### config.mk
export PLATFORM = sky130hd
export DESIGN_NAME = pfcreg_top
export DESIGN_NICKNAME = d
export VERILOG_FILES = /design/src/logic/pfcreg_top.v
export VERILOG_INCLUDE_DIRS = /design/src /design/src/logic
export SDC_FILE = /design/constraint.sdc
export NUM_CORES = 1
export LEC_CHECK = 0
export BUFFER_PORTS_ARGS = -buffer_cell sky130_fd_sc_hd__buf_2
export CAP_MARGIN = 20
export CORE_MARGIN = 3
export CORE_UTILIZATION = 30
export CTS_BUF_LIST = sky130_fd_sc_hd__clkbuf_8
export DETAILED_ROUTE_END_ITERATION = 16
export HOLD_SLACK_MARGIN = 0.02
export PLACE_DENSITY = 0.49
export SYNTH_ARGS = -nofsm -noshare
export SYNTH_HDL_FRONTEND = slang
export SYNTH_SLANG_ARGS = --single-unit
### constraint.sdc
create_clock -name mclk_i -period 3.7 [get_ports mclk_i]
set_clock_uncertainty 0.15 [all_clocks]
set_input_delay 0.37 -clock mclk_i [delete_from_list [all_inputs] [get_ports mclk_i]]
set_output_delay 0.37 -clock mclk_i [all_outputs]
set_load 0.01 [all_outputs]
### src/logic/pfcreg_defines.vh
// Behaviour
// - input power reads as 5-bit exponent from config bits 2:0 and 11-bit mantissa
// - code 0x98 reads a fixed 8-bit bus revision value
// - code 0x99 reads a fixed 8-bit maker identifier
// - code 0x9a reads a fixed 8-bit model number
// - code 0x9b reads a fixed 8-bit maker revision
// - codes 0xb0 to 0xbf are block read and write data commands
// - block command page equals command code minus 0xb0
// - code 0xd1 reads the checksum of the latest nvm download
// - code 0xd2 holds the byte count returned by block reads
// - code 0xd3 holds the 16-bit start offset within the selected page
// - write to 0xd4 erases the selected page, only while unlocked
// - pages zero and one erase only in manufacturing test mode
// - correct key at 0xd5 unlocks; same register changes the key
// - trim key written twice unlocks trim; other value relocks
// - block read at 0xf1 returns maker data from nvm
// - action 00 only cuts the present pwm pulse short
// - action 01 counts cycles, shuts down, restarts after programmed delay
// - action 10 cuts pulses, shuts down, waits for power-on request
// - action 11 disables pwm after count until the flag is cleared
// - count field 00/01/10/11 allows 1/2/4/8 cycles; bits 3:0 reserved
`ifndef PFCREG_DEFINES_VH
`define PFCREG_DEFINES_VH

// ----------------------------------------
// command codes
// ----------------------------------------
`define PFC_CMD_PIN 16'h0097
`define PFC_CMD_BUSREV 16'h0098
`define PFC_CMD_MKID 16'h0099
`define PFC_CMD_MODEL 16'h009a
`define PFC_CMD_MKREV 16'h009b
`define PFC_CMD_SSDLY 16'h005c
`define PFC_CMD_BLK_FIRST 16'h00b0
`define PFC_CMD_BLK_LAST 16'h00bf
`define PFC_CMD_CRC 16'h00d1
`define PFC_CMD_NBYTES 16'h00d2
`define PFC_CMD_OFFSET 16'h00d3
`define PFC_CMD_ERASE 16'h00d4
`define PFC_CMD_NVMKEY 16'h00d5
`define PFC_CMD_TRIMKEY 16'h00d6
`define PFC_CMD_MKDATA 16'h00f1
`define PFC_CMD_OCP 16'hfe00
`define PFC_CMD_EXPCFG 16'hfe39

// ----------------------------------------
// fields and reset values
// ----------------------------------------
`define PFC_OCP_ACT_HI 7
`define PFC_OCP_ACT_LO 6
`define PFC_OCP_CNT_HI 5
`define PFC_OCP_CNT_LO 4
`define PFC_OCP_RST 8'h00
`define PFC_EXP_RST 3'h0
`define PFC_SSDLY_RST 3'h0
`define PFC_NBYTES_RST 8'h20
`define PFC_OFFSET_RST 16'h0000
`define PFC_TRIM_KEY 8'h00
`define PFC_NVMKEY_RST 8'h5a
`define PFC_MKDATA_PAGE 5'h10
`define PFC_PROT_PAGES 5'h02

// ----------------------------------------
// timing
// ----------------------------------------
`define PFC_CLK_NS 100
`define PFC_ERASE_WAIT_MS 35
`define PFC_SSDLY_UNIT_CYC 16'h2710 // 1 ms step at the 100 ns clock

`endif

### src/logic/pfcreg_top.v
`timescale 1ns/1ps
`include "pfcreg_defines.vh"

module pfcreg_top #(
   // identity values below are arbitrary
   parameter [7:0] BUS_REV = 8'h11,
   parameter [7:0] MAKER_ID = 8'h3c,
   parameter [7:0] MODEL_NUM = 8'h27,
   parameter [7:0] MAKER_REV = 8'h01,
   // soft start delay step, in clock cycles
   parameter [15:0] SSDLY_UNIT_CYC = `PFC_SSDLY_UNIT_CYC
)(
   input wire mclk_i,                // device clock, 10 MHz
   input wire rst_i,                 // synchronous reset, high
   input wire cmd_valid_i,           // command request strobe
   input wire cmd_write_i,           // 1 = write, 0 = read
   input wire [15:0] cmd_code_i,     // command code
   input wire [15:0] cmd_wdata_i,    // write data, bytes in low bits
   output reg rd_valid_o,            // read data valid pulse
   output reg [15:0] rd_data_o,      // read data
   output reg cmd_nack_o,            // refused command pulse
   input wire [10:0] pin_mantissa_i, // metered input power mantissa
   input wire [7:0] nvm_crc_i,       // download checksum
   input wire nvm_crc_valid_i,       // download done strobe
   input wire mfg_test_i,            // manufacturing test mode
   output reg nvm_wr_o,              // nvm byte write pulse
   output reg nvm_rd_o,              // nvm byte read pulse
   output reg [4:0] nvm_page_o,      // nvm page
   output reg [15:0] nvm_addr_o,     // byte address inside page
   output reg [7:0] nvm_wdata_o,     // nvm write byte
   input wire [7:0] nvm_rdata_i,     // nvm byte, valid while rd is high
   output reg nvm_erase_o,           // page erase pulse
   output wire nvm_unlocked_o,       // nvm unlocked level
   output wire trim_unlocked_o,      // trim writes allowed level
   output wire [7:0] nvm_rd_len_o,   // bytes per block read
   input wire sw_clk_i,              // switching cycle clock pin
   input wire fast_oc_i,             // fast overcurrent comparator pin
   input wire power_on_request_i,    // power-on request pin
   input wire fault_clear_i,         // clears latched fault
   output wire pwm_cut_o,            // end present pwm pulse
   output wire pwm_disable_o,        // pwm output disabled
   output reg soft_start_o,          // soft start request pulse
   output wire ocp_fault_o           // overcurrent fault flag
);

   // ----------------------------------------
   // state codes
   // ----------------------------------------
   localparam [1:0] ST_RUN = 2'b00;
   localparam [1:0] ST_RETRY = 2'b01;
   localparam [1:0] ST_WAIT_PON = 2'b10;
   localparam [1:0] ST_LATCH = 2'b11;

   // ----------------------------------------
   // functions
   // ----------------------------------------
   // block data command range test
   function is_blk;
      input [15:0] code;
      begin
         is_blk = (code >= `PFC_CMD_BLK_FIRST) &&
                  (code <= `PFC_CMD_BLK_LAST);
      end
   endfunction

   // 3-flop filter: accept a change once stages two and three agree
   function filt;
      input s2;
      input s3;
      input prev;
      begin
         filt = (s2 == s3) ? s3 : prev;
      end
   endfunction

   // ----------------------------------------
   // registers
   // ----------------------------------------
   reg [7:0] ocp_cfg_r;
   reg [2:0] exp_cfg_r;
   reg [2:0] ssdly_r;
   reg [7:0] nbytes_r;
   reg [15:0] offset_r;
   reg [15:0] ptr_r;
   reg [4:0] page_sel_r;
   reg [7:0] crc_r;
   reg [7:0] nvm_key_r;
   reg nvm_unl_r;
   reg [1:0] trim_cnt_r;
   reg rd_pend_r;
   reg [1:0] st_r;
   reg [3:0] oc_cnt_r;
   reg oc_seen_r;
   reg [18:0] dly_r;
   reg [2:0] sw_s_r;
   reg [2:0] oc_s_r;
   reg [2:0] pon_s_r;
   reg sw_f_r;
   reg oc_f_r;
   reg pon_f_r;
   wire wr;
   wire rd;
   wire [4:0] blk_page;
   wire [3:0] oc_limit;
   wire sw_rise;
   wire [18:0] dly_total;

   assign wr = cmd_valid_i & cmd_write_i;
   assign rd = cmd_valid_i & ~cmd_write_i;
   // page = code minus first block code
   // page from code
   assign blk_page = {1'b0, cmd_code_i[3:0]};
   assign nvm_unlocked_o = nvm_unl_r;
   assign trim_unlocked_o = (trim_cnt_r == 2'd2);
   assign nvm_rd_len_o = nbytes_r;

   // ----------------------------------------
   // configuration writes
   // ----------------------------------------
   // reserved ocp bits 3:0 are never stored
   always @(posedge mclk_i)
   begin
      if (rst_i)
      begin
         ocp_cfg_r <= `PFC_OCP_RST;
         exp_cfg_r <= `PFC_EXP_RST;
         ssdly_r <= `PFC_SSDLY_RST;
         nbytes_r <= `PFC_NBYTES_RST;
         offset_r <= `PFC_OFFSET_RST;
      end
      else if (wr)
      begin
         if (cmd_code_i == `PFC_CMD_OCP)
            ocp_cfg_r <= {cmd_wdata_i[7:4], 4'h0};
         else if (cmd_code_i == `PFC_CMD_EXPCFG)
            exp_cfg_r <= cmd_wdata_i[2:0];
         else if (cmd_code_i == `PFC_CMD_SSDLY)
            ssdly_r <= cmd_wdata_i[2:0];
         else if (cmd_code_i == `PFC_CMD_NBYTES)
            nbytes_r <= cmd_wdata_i[7:0];
         else if (cmd_code_i == `PFC_CMD_OFFSET)
            offset_r <= cmd_wdata_i;
      end
   end

   // ----------------------------------------
   // checksum capture
   // ----------------------------------------
   always @(posedge mclk_i)
   begin
      if (rst_i)
         crc_r <= 8'h00;
      else if (nvm_crc_valid_i)
         crc_r <= nvm_crc_i;
   end

   // ----------------------------------------
   // nvm and trim keys
   // ----------------------------------------
   // key change only from the unlocked state, so a guess cannot reset it
   always @(posedge mclk_i)
   begin
      if (rst_i)
      begin
         nvm_key_r <= `PFC_NVMKEY_RST;
         nvm_unl_r <= 1'b0;
         trim_cnt_r <= 2'd0;
      end
      else if (wr)
      begin
         if (cmd_code_i == `PFC_CMD_NVMKEY)
         begin
            if (cmd_wdata_i[7:0] == nvm_key_r)
               nvm_unl_r <= 1'b1;
            else if (nvm_unl_r)
               nvm_key_r <= cmd_wdata_i[7:0];
         end
         if (cmd_code_i == `PFC_CMD_TRIMKEY)
         begin
            if (cmd_wdata_i[7:0] != `PFC_TRIM_KEY)
               trim_cnt_r <= 2'd0;
            else if (trim_cnt_r != 2'd2)
               trim_cnt_r <= trim_cnt_r + 2'd1;
         end
         else
            trim_cnt_r <= (trim_cnt_r == 2'd2) ? 2'd2 : 2'd0;
      end
   end

   // ----------------------------------------
   // nvm access sequencing
   // ----------------------------------------
   // the pointer walks from the offset; writing the offset restarts it
   always @(posedge mclk_i)
   begin
      if (rst_i)
      begin
         ptr_r <= `PFC_OFFSET_RST;
         page_sel_r <= 5'h00;
         nvm_wr_o <= 1'b0;
         nvm_rd_o <= 1'b0;
         nvm_erase_o <= 1'b0;
         nvm_page_o <= 5'h00;
         nvm_addr_o <= 16'h0000;
         nvm_wdata_o <= 8'h00;
      end
      else
      begin
         nvm_wr_o <= 1'b0;
         nvm_rd_o <= 1'b0;
         nvm_erase_o <= 1'b0;
         if (wr && cmd_code_i == `PFC_CMD_OFFSET)
            ptr_r <= cmd_wdata_i;
         else if (cmd_valid_i && is_blk(cmd_code_i))
         begin
            if (blk_page != page_sel_r)
               ptr_r <= offset_r + 16'd1;
            else
               ptr_r <= ptr_r + 16'd1;
            page_sel_r <= blk_page;
            nvm_page_o <= blk_page;
            nvm_addr_o <= (blk_page != page_sel_r) ? offset_r : ptr_r;
            nvm_wdata_o <= cmd_wdata_i[7:0];
            nvm_wr_o <= cmd_write_i & nvm_unl_r;
            nvm_rd_o <= ~cmd_write_i;
         end
         else if (rd && cmd_code_i == `PFC_CMD_MKDATA)
         begin
            ptr_r <= ptr_r + 16'd1;
            nvm_page_o <= `PFC_MKDATA_PAGE;
            nvm_addr_o <= ptr_r;
            nvm_rd_o <= 1'b1;
         end
         else if (wr && cmd_code_i == `PFC_CMD_ERASE)
         begin
            nvm_page_o <= page_sel_r;
            nvm_erase_o <= nvm_unl_r &&
               (mfg_test_i || page_sel_r >= `PFC_PROT_PAGES);
         end
      end
   end

   // ----------------------------------------
   // read answers
   // ----------------------------------------
   // nvm reads answer one cycle later, register reads at once
   always @(posedge mclk_i)
   begin
      if (rst_i)
      begin
         rd_valid_o <= 1'b0;
         rd_data_o <= 16'h0000;
         cmd_nack_o <= 1'b0;
         rd_pend_r <= 1'b0;
      end
      else
      begin
         rd_valid_o <= 1'b0;
         cmd_nack_o <= 1'b0;
         rd_pend_r <= 1'b0;
         if (rd_pend_r)
         begin
            rd_valid_o <= 1'b1;
            rd_data_o <= {8'h00, nvm_rdata_i};
         end
         else if (rd)
         begin
            rd_valid_o <= 1'b1;
            if (cmd_code_i == `PFC_CMD_PIN)
               rd_data_o <= {{2{exp_cfg_r[2]}}, exp_cfg_r,
                             pin_mantissa_i};
            else if (cmd_code_i == `PFC_CMD_BUSREV)
               rd_data_o <= {8'h00, BUS_REV};
            else if (cmd_code_i == `PFC_CMD_MKID)
               rd_data_o <= {8'h00, MAKER_ID};
            else if (cmd_code_i == `PFC_CMD_MODEL)
               rd_data_o <= {8'h00, MODEL_NUM};
            else if (cmd_code_i == `PFC_CMD_MKREV)
               rd_data_o <= {8'h00, MAKER_REV};
            else if (cmd_code_i == `PFC_CMD_CRC)
               rd_data_o <= {8'h00, crc_r};
            else if (cmd_code_i == `PFC_CMD_NBYTES)
               rd_data_o <= {8'h00, nbytes_r};
            else if (cmd_code_i == `PFC_CMD_OFFSET)
               rd_data_o <= offset_r;
            else if (cmd_code_i == `PFC_CMD_OCP)
               rd_data_o <= {8'h00, ocp_cfg_r};
            else if (cmd_code_i == `PFC_CMD_EXPCFG)
               rd_data_o <= {13'h0000, exp_cfg_r};
            else if (cmd_code_i == `PFC_CMD_SSDLY)
               rd_data_o <= {13'h0000, ssdly_r};
            else if (is_blk(cmd_code_i) ||
                     cmd_code_i == `PFC_CMD_MKDATA)
            begin
               rd_valid_o <= 1'b0;
               rd_pend_r <= 1'b1;
            end
            else
            begin
               // write-only and unmapped codes
               rd_valid_o <= 1'b0;
               cmd_nack_o <= 1'b1;
               rd_data_o <= 16'h0000;
            end
         end
      end
   end

   // ----------------------------------------
   // pin synchronisers
   // ----------------------------------------
   always @(posedge mclk_i)
   begin
      if (rst_i)
      begin
         sw_s_r <= 3'b000;
         oc_s_r <= 3'b000;
         pon_s_r <= 3'b000;
         sw_f_r <= 1'b0;
         oc_f_r <= 1'b0;
         pon_f_r <= 1'b0;
      end
      else
      begin
         sw_s_r <= {sw_s_r[1:0], sw_clk_i};
         oc_s_r <= {oc_s_r[1:0], fast_oc_i};
         pon_s_r <= {pon_s_r[1:0], power_on_request_i};
         sw_f_r <= filt(sw_s_r[1], sw_s_r[2], sw_f_r);
         oc_f_r <= filt(oc_s_r[1], oc_s_r[2], oc_f_r);
         pon_f_r <= filt(pon_s_r[1], pon_s_r[2], pon_f_r);
      end
   end

   assign sw_rise = filt(sw_s_r[1], sw_s_r[2], sw_f_r) & ~sw_f_r;

   // ----------------------------------------
   // fast overcurrent response
   // ----------------------------------------
   // cycle allowance decode
   assign oc_limit = 4'd1 << ocp_cfg_r[`PFC_OCP_CNT_HI:`PFC_OCP_CNT_LO];
   assign dly_total = {16'h0000, ssdly_r} * {3'b000, SSDLY_UNIT_CYC};
   assign pwm_cut_o = oc_f_r;
   assign pwm_disable_o = (st_r != ST_RUN);
   assign ocp_fault_o = (st_r == ST_LATCH);

   // cycles count only while consecutive ones carry an overcurrent
   always @(posedge mclk_i)
   begin
      if (rst_i)
      begin
         st_r <= ST_RUN;
         oc_cnt_r <= 4'd0;
         oc_seen_r <= 1'b0;
         dly_r <= 19'd0;
         soft_start_o <= 1'b0;
      end
      else
      begin
         soft_start_o <= 1'b0;
         case (st_r)
            ST_RUN:
            begin
               if (sw_rise)
                  oc_seen_r <= oc_f_r;
               else if (oc_f_r)
                  oc_seen_r <= 1'b1;
               if (sw_rise)
               begin
                  if (!(oc_seen_r | oc_f_r))
                     oc_cnt_r <= 4'd0;
                  else if (oc_cnt_r + 4'd1 >= oc_limit &&
                           ocp_cfg_r[7:6] != 2'b00)
                  begin
                     oc_cnt_r <= 4'd0;
                     dly_r <= 19'd0;
                     oc_seen_r <= 1'b0; // a restart begins a clean cycle
                     if (ocp_cfg_r[7:6] == 2'b01)
                        st_r <= ST_RETRY;
                     else if (ocp_cfg_r[7:6] == 2'b10)
                        st_r <= ST_WAIT_PON;
                     else
                        st_r <= ST_LATCH;
                  end
                  else if (ocp_cfg_r[7:6] != 2'b00)
                     oc_cnt_r <= oc_cnt_r + 4'd1;
               end
            end
            ST_RETRY:
            begin
               if (dly_r >= dly_total)
               begin
                  st_r <= ST_RUN;
                  soft_start_o <= 1'b1;
               end
               else
                  dly_r <= dly_r + 19'd1;
            end
            ST_WAIT_PON:
            begin
               if (pon_f_r)
               begin
                  st_r <= ST_RUN;
                  soft_start_o <= 1'b1;
               end
            end
            default:
            begin
               if (fault_clear_i)
                  st_r <= ST_RUN;
            end
         endcase
      end
   end

endmodule // pfcreg_top

* Yosys cells after proc, flatten, opt, wreduce, memory -nomap -nowiden
Index checks and enable logic that the tools add are counted.
** Operators by class
- Multiply operators :: 1
- Multiplexer cells :: 71
- Bitwise gates (word level) :: 16
- Order comparisons :: 5
- Reductions and logical operators :: 40
- Equality and inequality tests :: 37
- Add/sub/neg operators :: 5
- Shift operators :: 1
** Operator list (number)
- 16-bit 2-to-1 mux :: 19
- 16-bit by 8-bit equality test with 1-bit output, second input constant :: 12
- 19-bit 2-to-1 mux :: 4
- 19-bit case mux with 2 select lines :: 1
- 16-bit by 1-bit adder with 16-bit output, second input constant :: 2
- 16-bit equality test, second input constant :: 2
- 1-bit 2-to-1 mux :: 26
- 2-bit 2-to-1 mux :: 11
- 19-bit by 1-bit adder with 19-bit output, second input constant :: 1
- 19-bit by 17-bit greater-or-equal comparator with 1-bit output :: 1
- 16-bit by 7-bit equality test with 1-bit output, second input constant :: 1
- 16-bit by 8-bit greater-or-equal comparator with 1-bit output, second input constant :: 1
- 16-bit by 8-bit <= comparator with 1-bit output, second input constant :: 1
- 8-bit 2-to-1 mux :: 2
- 5-bit 2-to-1 mux :: 3
- 2-bit inequality test, second input constant :: 7
- 2-bit AND reduction :: 7
- 14-bit OR reduction :: 1
- 3-bit by 10-bit multiplier with 13-bit output, second input constant :: 1
- 13-bit inequality test, second input constant :: 1
- 4-bit 2-to-1 mux :: 3
- 12-bit inequality test, second input constant :: 1
- 6-bit AND reduction :: 2
- 1-bit NOT :: 11
- other kinds (28) :: 55
** Word-level totals
- Bits in registers :: 163
- Input bits :: 69
- Output and inout port bits :: 64

* Depth between registers and ports, before layout
Gate-level depths: netlist of run 1.
- Depth in word-level cells :: 17
- Mapped depth :: 17
- Depth with buffers taken out :: 15

* Worst setup path before layout of run 1
No wires, ideal clock.
- Path kind :: reg2reg
- Start point :: reg ssdly_r[1]
- End point :: reg dly_r[15]
- Stages on the path, launching flop included :: 17
- Data arrival time :: 3.660 ns
- Required time :: 3.480 ns
- Clock period less this slack :: 3.880 ns
- Setup time :: 0.070 ns
- Buffers on the path :: 1
- Setup slack :: -0.180 ns
- Cells stage by stage :: dfxtp_1 inv_1 ha_1 inv_1 ha_1 a21o_1 a21oi_1 nor2b_1 xnor2_1 ha_1 a2111oi_1 o211ai_1 o31ai_1 o211ai_1 clkbuf_1 or4_1 a21oi_1
** Between the ends
- Longest elaborated chain between the ends :: 4
** Ends and longest elaborated chain
- from (decl) :: RTL line pfcreg_top.v:81 : reg [2:0] ssdly_r;
- from (signal assigned) :: RTL line pfcreg_top.v:127 : ssdly_r <= `PFC_SSDLY_RST;
- from (signal assigned) :: RTL line pfcreg_top.v:138 : ssdly_r <= cmd_wdata_i[2:0];
- 3-bit by 10-bit multiplier with 13-bit output :: RTL line pfcreg_top.v:341 : assign dly_total = {16'h0000, ssdly_r} * {3'b000, SSDLY_UNIT_CYC};
- 19-bit by 17-bit greater-or-equal comparator with 1-bit output :: RTL line pfcreg_top.v:390 : if (dly_r >= dly_total)
- 2-bit inequality test (no source line)
- 5-bit AND reduction (no source line)
- to (signal assigned) :: RTL line pfcreg_top.v:396 : dly_r <= dly_r + 19'd1;
- to (decl) :: RTL line pfcreg_top.v:94 : reg [18:0] dly_r;
Every way passes these cells.
A chain may end at the register's enable or synchronous reset.

* Final worst setup path of run 1
- Start point :: reg ssdly_r[0]
- End point :: reg dly_r[7]
The elaborated chain is that of the path after synthesis.

==> flow_summary.json, run 1 <==
{
  "synth_top_area_share_pct": 37.54,
  "core_area_um2": 28160,
  "ios": 133,
  "synth_seq_cells": 163,
  "syn_nets": 1165,
  "drt_wl_total_um": 29240,
  "cts-root-buf": "clkbuf_8",
  "critPathBufInv": 3,
  "drc": 0,
  "muxShareOfSynthArea_pct": 4.764,
  "synth_compound_area_share_pct": 17.93,
  "grt_pass1_vias": 7834,
  "place.gp.congestion": 0.8090,
  "port_buffers": 132,
  "finalSetupTns_ns": -2.449,
  "worst_r2r_path_depth": 16,
  "max-slew-margin-rel_pct": 45.72,
  "grt_max_degree": 59,
  "nFillCells": 2984,
  "r2r_slack_ns": -0.24,
  "drive_gt1_share_pct": 19.82,
  "post-route-period-util_pct": 106.5,
  "setup_viol": 18,
  "tightest_slew_ns": 0.8111,
  "syn_to_final_growth_pct": 21.55,
  "placedCellCount": 1535,
  "finalInstanceArea_um2": 10570,
  "cts_buffers": 17,
  "holdCritPathClass": "input port to register",
  "regArea_um2": 3267,
  "hold_slack_ns": 0.04756,
  "startpoint_type": "register",
  "async_flop_share_pct": 0,
  "row_count": 61,
  "cts_sinks": 163,
  "dr.pass1.iters": 7,
  "die_h_um": 176.2,
  "final_nets": 1302,
  "ys_seq_area_share_pct": 37.54,
  "synth_top_family_by_area": "simple AND/OR/NAND/NOR gates",
  "ir_drop_mv": 0.2489,
  "status": "complete, but fails checks",
  "leakage_nw": 3.972,
  "cts_buffer_depth": 2,
  "yosysWarnings": 0,
  "drtIter0Drc": 569,
  "clock_latency_ns": 0.47,
  "start_util_pct": 30.87,
  "crit_path_end_kind": "register",
  "timing.final.ws_setup_ns": -0.2393,
  "syn_area_um2": 8693,
  "place_ws_ns": -0.1903,
  "violations": "setup timing",
  "antenna_found_initial": 0,
  "multiInputGateArea_um2": 5146,
  "critPathKind": "register to register",
  "synthAdderAreaFrac_pct": 5.153,
  "fmax_mhz": 253.9,
  "synth_area_leader_cell": "dfxtp_1",
  "synth_common_cells": "178 x nand2_1, 163 x dfxtp_1, 91 x nor2_1, 64 x a21oi_1, 56 x clkbuf_1",
  "maxSlewViolCount": 0,
  "syn_area_per_cell_um2": 8.186,
  "cp_max_fo": 8,
  "synth_top_flop_cell": "dfxtp_1",
  "path_clk_slew_ns": 0.09,
  "rsz0062_at_grt": "true",
  "worstPathRequired_ns": 3.95,
  "fin_crit_ns": 3.939,
  "ant_nets": 0,
  "die_w_um": 176.2,
  "via_per_inst": 5.240,
  "finish.utilization_pct": 37.52,
  "slowest_delay_ns": 0.53,
  "netlist_top_cells_area": "dfxtp_1 38%, nand2_1 7.7%, ha_1 4.5%, mux2i_1 4.4%, nor2_1 3.9%",
  "dp_hpwl_um": 21150,
  "crit_top_cell": "o211ai_1",
  "grt-ovfl-total": 0,
  "antenna_cells": 0,
  "min_from": "cmd_wdata_i[9]",
  "maxCapViolCount": 0,
  "dieArea_um2": 31060,
  "min_to": "offset_r[9]$_SDFFE_PP0P_",
  "synth_xor_area_share_pct": 4.332,
  "rr_endpoint": "dly_r[7]$_SDFFE_PP0P_",
  "cpLargestDelayFamily": "adder cells",
  "yosys.cell_types.count": 75,
  "syn_inst": 1062,
  "wl_per_cell_um": 18.40,
  "path_cells": "fa_1 > ha_2 > inv_2 > fa_2 > nor2b_1 > o21ai_1 > xnor2_1 > ha_1 > a21oi_2 > o211ai_1 > o31ai_1 > o211ai_1 > buf_4 > buf_6 > or4_1 > a21oi_1",
  "synth-simple-area-share_pct": 25.71,
  "hold_viol": 0,
  "worstReg2RegStart": "ssdly_r[0]$_SDFFE_PP0P_",
  "grt_usage_pct": 18.35,
  "vias": 8327,
  "grt_pass1_wl_um": 44680,
  "synth-edff-count": 0,
  "cts_tree": "done",
  "layout.cells.non_filler": 1589,
  "power_mw": 3.347,
  "cts_max_level": 4,
  "yosysMostFrequentCell": "nand2_1",
  "power_density_nw_per_um2": 316.7,
  "hold_depth": 3,
  "placedInstanceArea_um2": 9846,
  "slowest_stage": "fa_1",
  "arrival_ns": 4.19
}
[routing by layer]
metal	up-vias	routed length, µm	global-route usage, %
met2	242	12910	28.62
met3	20	1839	4.065
met5	-	0	0
li1	4093	-	-
met1	3972	14120	25.96
met4	0	372	4.091
[report_power, final]
| group | internal, mW | leakage [nW] | switching [mW] |
|---|---|---|---|
| logic | 0.0845 | 2.45 | 0.144 |
| clock network | 0.634 | 0.201 | 0.701 |
| registers | 1.77 | 1.32 | 0.0123 |
[flip-flops by register name (all words and copies together), names as in the netlist, 5 cells and up]
signal / count
dly_r: 19
nvm_addr_o: 16
offset_r: 16
ptr_r: 16
rd_data_o: 16
crc_r: 8
nvm_key_r: 8
nvm_rd_len_o: 8
nvm_wdata_o: 8
nvm_page_o: 5
[how the worst max path moves through the flow]
stage / startpoint / endpoint / slack (ns) / cells after the start
floorplan: ssdly_r[0]$_SDFFE_PP0P_ / dly_r[15]$_SDFFE_PP0P_ / 0.004 / 15
global placement: ssdly_r[0]$_SDFFE_PP0P_ / dly_r[11]$_SDFFE_PP0P_ / -0.12 / 15
detailed placement: ssdly_r[0]$_SDFFE_PP0P_ / dly_r[14]$_SDFFE_PP0P_ / -0.19 / 15
CTS: ssdly_r[0]$_SDFFE_PP0P_ / dly_r[11]$_SDFFE_PP0P_ / -0.20 / 15
global route: ssdly_r[0]$_SDFFE_PP0P_ / dly_r[7]$_SDFFE_PP0P_ / -0.42 / 16
finish: ssdly_r[0]$_SDFFE_PP0P_ / dly_r[7]$_SDFFE_PP0P_ / -0.24 / 16
[cell usage in the layout (no fill, tap or decap), drive strengths merged, types with 18 or more instances in the layout]
| cell | count |
|---|---|
| mux2i | 38 |
| dlygate4sd3 | 18 |
| or4 | 18 |
| nor4 | 23 |
| ha | 31 |
| clkbuf | 20 |
| dfxtp | 163 |
| nand3 | 24 |
| o31ai | 19 |
| a311oi | 19 |
| xor2 | 27 |
| nand2 | 178 |
| nand4 | 19 |
| inv | 32 |
| nor2 | 95 |
| a21oi | 64 |
| buf | 169 |
| o21ai | 22 |
| nor3 | 23 |
| nor2b | 18 |
[what timing repair did]
item | 4_1_cts | 5_1_grt
hold endpoints to repair | 19 | 0
pin swaps | 2 | 20
hold buffers | 18 | 0
gates cloned | 0 | 2
endpoints found under the setup margin | 16 | 18
resized for setup | 1 | 22
buffers inserted | 0 | 3
[area by class of cell]
type | count | area share (%)
Tap cell | 378 | 4.476
Timing Repair Buffer | 188 | 11.12
Clock buffer | 19 | 2.475
Sequential cell | 163 | 30.92
Clock inverter | 12 | 1.279
Inverter | 29 | 1.030
Multi-Input combinational cell | 800 | 48.70
[worst min-delay path: stages]
cell and delay, ns:
buf_2 0.10, nand2_1 0.09, a21oi_1 0.07
[cells by family after synthesis]
family / count (synthesis)
AND/OR/NAND/NOR: 453
buffers and inverters: 99
flip-flops: 163
multiplexers: 41
adder cells (fa/ha/maj): 34
XOR/XNOR: 43
AO/OA/AOI/OAI: 229
(Power assumes the default switching activity.)
==> run 2, diff against run 1 <==
==> constraint.sdc (replaced) <==
create_clock -name mclk_i -period 3.7 [get_ports mclk_i]
set_clock_uncertainty 0.15 [all_clocks]
set_input_delay 0.74 -clock mclk_i [delete_from_list [all_inputs] [get_ports mclk_i]]
set_output_delay 0.74 -clock mclk_i [all_outputs]
set_load 0.01 [all_outputs]
==> run 2 against run 1 <==
Net effect: the flow still finishes with violations (setup timing); sequential share of layout area up 0.21 points; routed wire length up 0.19%; total power up 0.79%; first-iteration DRC count down 10%; critical endpoint is now dly_r[14]$_SDFFE_PP0P_; flip-flop and latch count unchanged; clock-buffer cell count up 1; core utilization down 0.22 points.
==> flow_summary.json, run 2 (synthesized netlist as in run 1, its figures left out) <==
{
  "rr_endpoint": "dly_r[14]$_SDFFE_PP0P_",
  "final_nets": 1296,
  "hold_depth": 1,
  "antenna_found_initial": 0,
  "grt_pass1_vias": 8076,
  "finalInstanceArea_um2": 10500,
  "power_mw": 3.373,
  "cts_sinks": 163,
  "syn_to_final_growth_pct": 20.83,
  "r2r_slack_ns": -0.12,
  "critPathBufInv": 2,
  "dr.pass1.iters": 5,
  "dp_hpwl_um": 21380,
  "top_register": "dly_r",
  "tightest_slew_ns": 0.8045,
  "hold_viol": 0,
  "grt-ovfl-total": 0,
  "port_buffers": 132,
  "final_common_cell": "nand2_1",
  "place.gp.congestion": 0.8509,
  "power_density_nw_per_um2": 321.1,
  "slowest_stage": "fa_1",
  "worst_r2r_path_depth": 15,
  "cpLargestDelayFamily": "adder cells",
  "setup_viol": 13,
  "ant_nets": 0,
  "grt_pass1_wl_um": 45460,
  "cts_max_level": 4,
  "slowest_delay_ns": 0.51,
  "drc": 0,
  "maxCapViolCount": 0,
  "grt_usage_pct": 18.61,
  "max-slew-margin-rel_pct": 46.37,
  "worstPathRequired_ns": 3.95,
  "via_per_inst": 5.253,
  "start_util_pct": 30.87,
  "drt_wl_total_um": 29300,
  "min_from": "oc_s_r[0]$_SDFF_PP0_",
  "maxSlewViolCount": 0,
  "holdCritPathClass": "register to register",
  "ir_drop_mv": 0.1593,
  "cts_tree": "done",
  "leakage_nw": 3.949,
  "cts_buffer_depth": 2,
  "crit_path_end_kind": "register",
  "fmax_mhz": 261.6,
  "largest_reg_flops": 19,
  "critPathKind": "register to register",
  "core_area_um2": 28160,
  "cts-root-buf": "clkbuf_8",
  "violations": "setup timing",
  "die_w_um": 176.2,
  "min_to": "oc_s_r[1]$_SDFF_PP0_",
  "worstReg2RegStart": "ssdly_r[1]$_SDFFE_PP0P_",
  "clockPowerShare_pct": 40.7,
  "cts_buffers": 17,
  "cp_max_fo": 16,
  "layout_common_cells": "178 x nand2_1, 160 x dfxtp_1, 131 x buf_2",
  "post-route-period-util_pct": 103.3,
  "ctsHoldBuffers": 0,
  "grt_max_degree": 46,
  "drtIter0Drc": 511,
  "antenna_cells": 0,
  "status": "complete, but fails checks",
  "arrival_ns": 4.08,
  "dieArea_um2": 31060,
  "timing.final.ws_setup_ns": -0.1232,
  "path_clk_slew_ns": 0.09,
  "ios": 133,
  "die_h_um": 176.2,
  "switchingPower_uw": 872.3,
  "fin_crit_ns": 3.823,
  "rsz0062_at_grt": "true",
  "share_comb_of_total_power_pct": 6.5,
  "vias": 8316,
  "wl_per_cell_um": 18.51,
  "clock_latency_ns": 0.46,
  "row_count": 61,
  "p_int_mw": 2.501,
  "placedInstanceArea_um2": 9923,
  "drive_gt1_share_pct": 20.83,
  "seqPwrFrac_pct": 52.9,
  "switching_share_pct": 25.86,
  "path_cells": "fa_1 > ha_2 > inv_2 > fa_2 > nor2b_1 > o21ai_1 > xnor2_1 > ha_1 > a21oi_2 > o211ai_1 > o31ai_1 > o211ai_1 > clkbuf_16 > or4_4 > a21oi_2",
  "startpoint_type": "register"
}
[run 2: power by group through the flow]
stage	Combinational, mW	Clock, mW	Sequential [mW]
3_5_place_dp	0.217	0	1.83
5_1_grt	0.238	1.48	1.79
2_1_floorplan	0.107	0	1.82
6_report	0.219	1.37	1.78
4_1_cts	0.218	1.41	1.78
3_3_place_gp	0.216	0	1.83
[run 2: worst max path at each step]
stage	start	endpoint	cells after the start
after floorplan	ssdly_r[0]$_SDFFE_PP0P_	dly_r[15]$_SDFFE_PP0P_	15
after detailed placement	ssdly_r[1]$_SDFFE_PP0P_	dly_r[15]$_SDFFE_PP0P_	14
after global routing	ssdly_r[0]$_SDFFE_PP0P_	dly_r[12]$_SDFFE_PP0P_	15
after global placement	ssdly_r[0]$_SDFFE_PP0P_	dly_r[14]$_SDFFE_PP0P_	15
final	ssdly_r[1]$_SDFFE_PP0P_	dly_r[14]$_SDFFE_PP0P_	15
after CTS	ssdly_r[0]$_SDFFE_PP0P_	dly_r[14]$_SDFFE_PP0P_	15
[run 2: stage by stage]
| stage | util, % | hold WS, ns | cells | worst slack (ns) | setup TNS (ns) |
|---|---|---|---|---|---|
| detailed placement | 35.23 | 0.2785 | 1547 | -0.1834 | -1.723 |
| finish | 37.30 | 0.3001 | 1583 | -0.1232 | -1.014 |
| floorplan | - | 0.2638 | 1062 | 0.004040 | 0 |
| global placement | 35.23 | 0.2791 | 1547 | -0.1402 | -1.113 |
| CTS | 37.05 | 0.3036 | 1582 | -0.1088 | -0.8171 |
| global route | 37.30 | 0.3223 | 1583 | -0.2872 | -3.593 |
[run 2: timing repair]
| action | in CTS | in global routing |
|---|---|---|
| gates resized for setup | 13 | 12 |
| endpoints found under the setup margin | 16 | 18 |
| cloned | 2 | 0 |
| pin swaps | 5 | 9 |
| setup buffers | 2 | 3 |
[run 2: metal layers]
layer / part of all wire (%) / track usage, % / up-vias
met5: 0 / 0 / -
met2: 42 / 27.10 / 232
li1: - / - / 4088
met1: 50 / 27.55 / 3958
met4: 2.2 / 5.477 / 0
met3: 5.0 / 3.871 / 38
[run 2: area by class of cell]
cell class / count / area, µm²
tap: 378 / 473.0
sequential: 163 / 3269
clock buffer: 20 / 275.3
fill: 2966 / 17660
clock inverter: 11 / 128.9
multi-input combinational: 800 / 5165
timing repair buffer: 182 / 1084
inverter: 29 / 108.9
==> run 3, diff against run 2 <==
--- a/config.mk
+++ b/config.mk
@@ -8,11 +8,11 @@
 export LEC_CHECK = 0
 export BUFFER_PORTS_ARGS = -buffer_cell sky130_fd_sc_hd__buf_2
 export CAP_MARGIN = 20
-export CORE_MARGIN = 3
 export CORE_UTILIZATION = 30
 export CTS_BUF_LIST = sky130_fd_sc_hd__clkbuf_8
 export DETAILED_ROUTE_END_ITERATION = 16
 export HOLD_SLACK_MARGIN = 0.02
+export MAX_ROUTING_LAYER = met4
 export PLACE_DENSITY = 0.49
 export SYNTH_ARGS = -nofsm -noshare
 export SYNTH_HDL_FRONTEND = slang
==> run 3 against run 2 <==
Net effect: the run still ends with setup timing left; combinational power decreased by 2%; clock power shrank 7%; cell count decreased by 0.44%; clock-buffer cell count unchanged; sequential power about the same; routed wire length shrank 1.7%; first-iteration DRC count up 5.7%; critical endpoint is now dly_r[7]$_SDFFE_PP0P_; largest cell class unchanged.
==> flow_summary.json, run 3 (synthesized netlist as in run 1, its figures left out) <==
{
  "ant_nets": 0,
  "fin_crit_ns": 3.848,
  "grt_max_degree": 72,
  "die_w_um": 172.2,
  "path_clk_slew_ns": 0.10,
  "port_buffers": 132,
  "hold_slack_ns": 0.2948,
  "grt_pass1_vias": 7579,
  "largest_reg_flops": 19,
  "share_comb_of_total_power_pct": 6.5,
  "drive_gt1_share_pct": 20.53,
  "holdCritPathClass": "register to register",
  "timing.final.ws_setup_ns": -0.1479,
  "startpoint_type": "register",
  "finish.utilization_pct": 36.94,
  "syn_to_final_growth_pct": 19.67,
  "final_nets": 1291,
  "dp_hpwl_um": 20990,
  "grt_usage_pct": 20.14,
  "crit_path_end_kind": "register",
  "drt_wl_total_um": 28800,
  "switchingPower_uw": 847.7,
  "rr_endpoint": "dly_r[7]$_SDFFE_PP0P_",
  "antenna_cells": 0,
  "setup_viol": 16,
  "worstReg2RegStart": "ssdly_r[0]$_SDFFE_PP0P_",
  "maxSlewViolCount": 0,
  "drtIter0Drc": 540,
  "worst_r2r_path_depth": 15,
  "row_count": 61,
  "grt_pass1_wl_um": 44020,
  "tightest_slew_ns": 0.7836,
  "layout.cells.non_filler": 1576,
  "status": "complete, but fails checks",
  "core_area_um2": 28160,
  "seqPwrFrac_pct": 54.7,
  "post-route-period-util_pct": 104.0,
  "r2r_slack_ns": -0.15,
  "cp_max_fo": 8,
  "leakage_nw": 3.917,
  "via_per_inst": 5.235,
  "drc": 0,
  "clock_latency_ns": 0.46,
  "place.gp.congestion": 0.8412,
  "vias": 8251,
  "critPathKind": "register to register",
  "min_from": "oc_s_r[0]$_SDFF_PP0_",
  "wl_per_cell_um": 18.27,
  "cts_buffers": 17,
  "power_density_nw_per_um2": 313.8,
  "finalInstanceArea_um2": 10400,
  "placedCellCount": 1541,
  "ios": 133,
  "dr.pass1.iters": 8,
  "maxCapViolCount": 0,
  "layout_common_cells": "178 x nand2_1, 160 x dfxtp_1, 131 x buf_2",
  "max-slew-margin-rel_pct": 47.56,
  "start_util_pct": 30.87,
  "hold_depth": 1,
  "cts-root-buf": "clkbuf_8",
  "dieArea_um2": 29660,
  "cts_max_level": 4,
  "ir_drop_mv": 0.2232,
  "die_h_um": 172.2,
  "violations": "setup timing",
  "antenna_found_initial": 0,
  "placedInstanceArea_um2": 9878,
  "cts_sinks": 163,
  "grt-ovfl-total": 0,
  "rsz0062_at_grt": "true",
  "worstPathRequired_ns": 3.95,
  "p_int_mw": 2.417,
  "top_register": "dly_r",
  "fmax_mhz": 259.9,
  "arrival_ns": 4.10,
  "cts_tree": "done",
  "hold_viol": 0,
  "nFillCells": 2969,
  "clockPowerShare_pct": 38.8,
  "cts_buffer_depth": 2,
  "min_to": "oc_s_r[1]$_SDFF_PP0_",
  "final_common_cell": "nand2_1",
  "switching_share_pct": 25.96
}
run 3: cell count changes in the layout (fill, tap and decap cells not counted), moves of 2 or more:
cell	before	now
buf_4	47	42
clkinv_2	0	4
a21oi_1	60	58
a21oi_2	4	6
clkinv_4	2	0
ha_1	28	30
or4_1	16	14
or4_4	2	4
run 3: routing by layer:
layer	vias to the layer above	share of wire [%]	track usage, %
met4	0	1.3	5.156
li1	4075	-	-
met3	23	4.6	3.388
met2	202	44	29.47
met1	3951	50	28.45
met5	-	0	-
run 3: power groups by stage:
stage | clock (mW) | combinational, mW | sequential (mW)
final | 1.27 | 0.214 | 1.78
after global routing | 1.37 | 0.230 | 1.79
after CTS | 1.30 | 0.212 | 1.79
after detailed placement | 0 | 0.212 | 1.83
after global placement | 0 | 0.211 | 1.83
after floorplan | 0 | 0.107 | 1.82
run 3: final cells by class:
type,instances,area [µm²],share of cell area (%)
repair buffers,177,1052,10.11
well taps,378,473.0,4.546
flip-flops and latches,163,3267,31.40
inverters,29,108.9,1.046
clock inverters,9,81.33,0.7817
clock buffers,20,275.3,2.646
multi-input cells,800,5146,49.46
run 3: what timing repair did:
item	4_1_cts	5_1_grt
cloned	0	3
resized for setup	1	22
setup buffers	0	3
hold buffers	0	0
endpoints found under the setup margin	16	18
pin swaps	2	17
run 3: how the worst max path moves through the flow:
stage | start | slack [ns] | to
global route | ssdly_r[0]$_SDFFE_PP0P_ | -0.35 | dly_r[10]$_SDFFE_PP0P_
CTS | ssdly_r[0]$_SDFFE_PP0P_ | -0.17 | dly_r[16]$_SDFFE_PP0P_
floorplan | ssdly_r[0]$_SDFFE_PP0P_ | 0.004 | dly_r[15]$_SDFFE_PP0P_
detailed placement | ssdly_r[0]$_SDFFE_PP0P_ | -0.18 | dly_r[12]$_SDFFE_PP0P_
finish | ssdly_r[0]$_SDFFE_PP0P_ | -0.15 | dly_r[7]$_SDFFE_PP0P_
global placement | ssdly_r[0]$_SDFFE_PP0P_ | -0.12 | dly_r[14]$_SDFFE_PP0P_
run 3: worst max-delay path, cell delays in order, from the launching register on:
cell and delay (ns):
dfxtp_2 0.33, fa_1 0.54, ha_2 0.19, inv_2 0.04, fa_2 0.32, nor2b_1 0.12, o21ai_1 0.08, xnor2_1 0.13
ha_1 0.31, a21oi_2 0.16, o211ai_1 0.12, o31ai_1 0.25, o211ai_1 0.19, clkbuf_16 0.21, or4_4 0.51, a21oi_2 0.14
run 3: metrics by stage:
stage	worst slack (ns)	TNS [ns]	total power, mW
after floorplan	0.004040	0	1.932
after detailed placement	-0.1794	-1.641	2.038
final	-0.1479	-1.400	3.265
after CTS	-0.1709	-1.563	3.301
after global placement	-0.1241	-0.9683	2.037
after global routing	-0.3452	-4.375	3.391
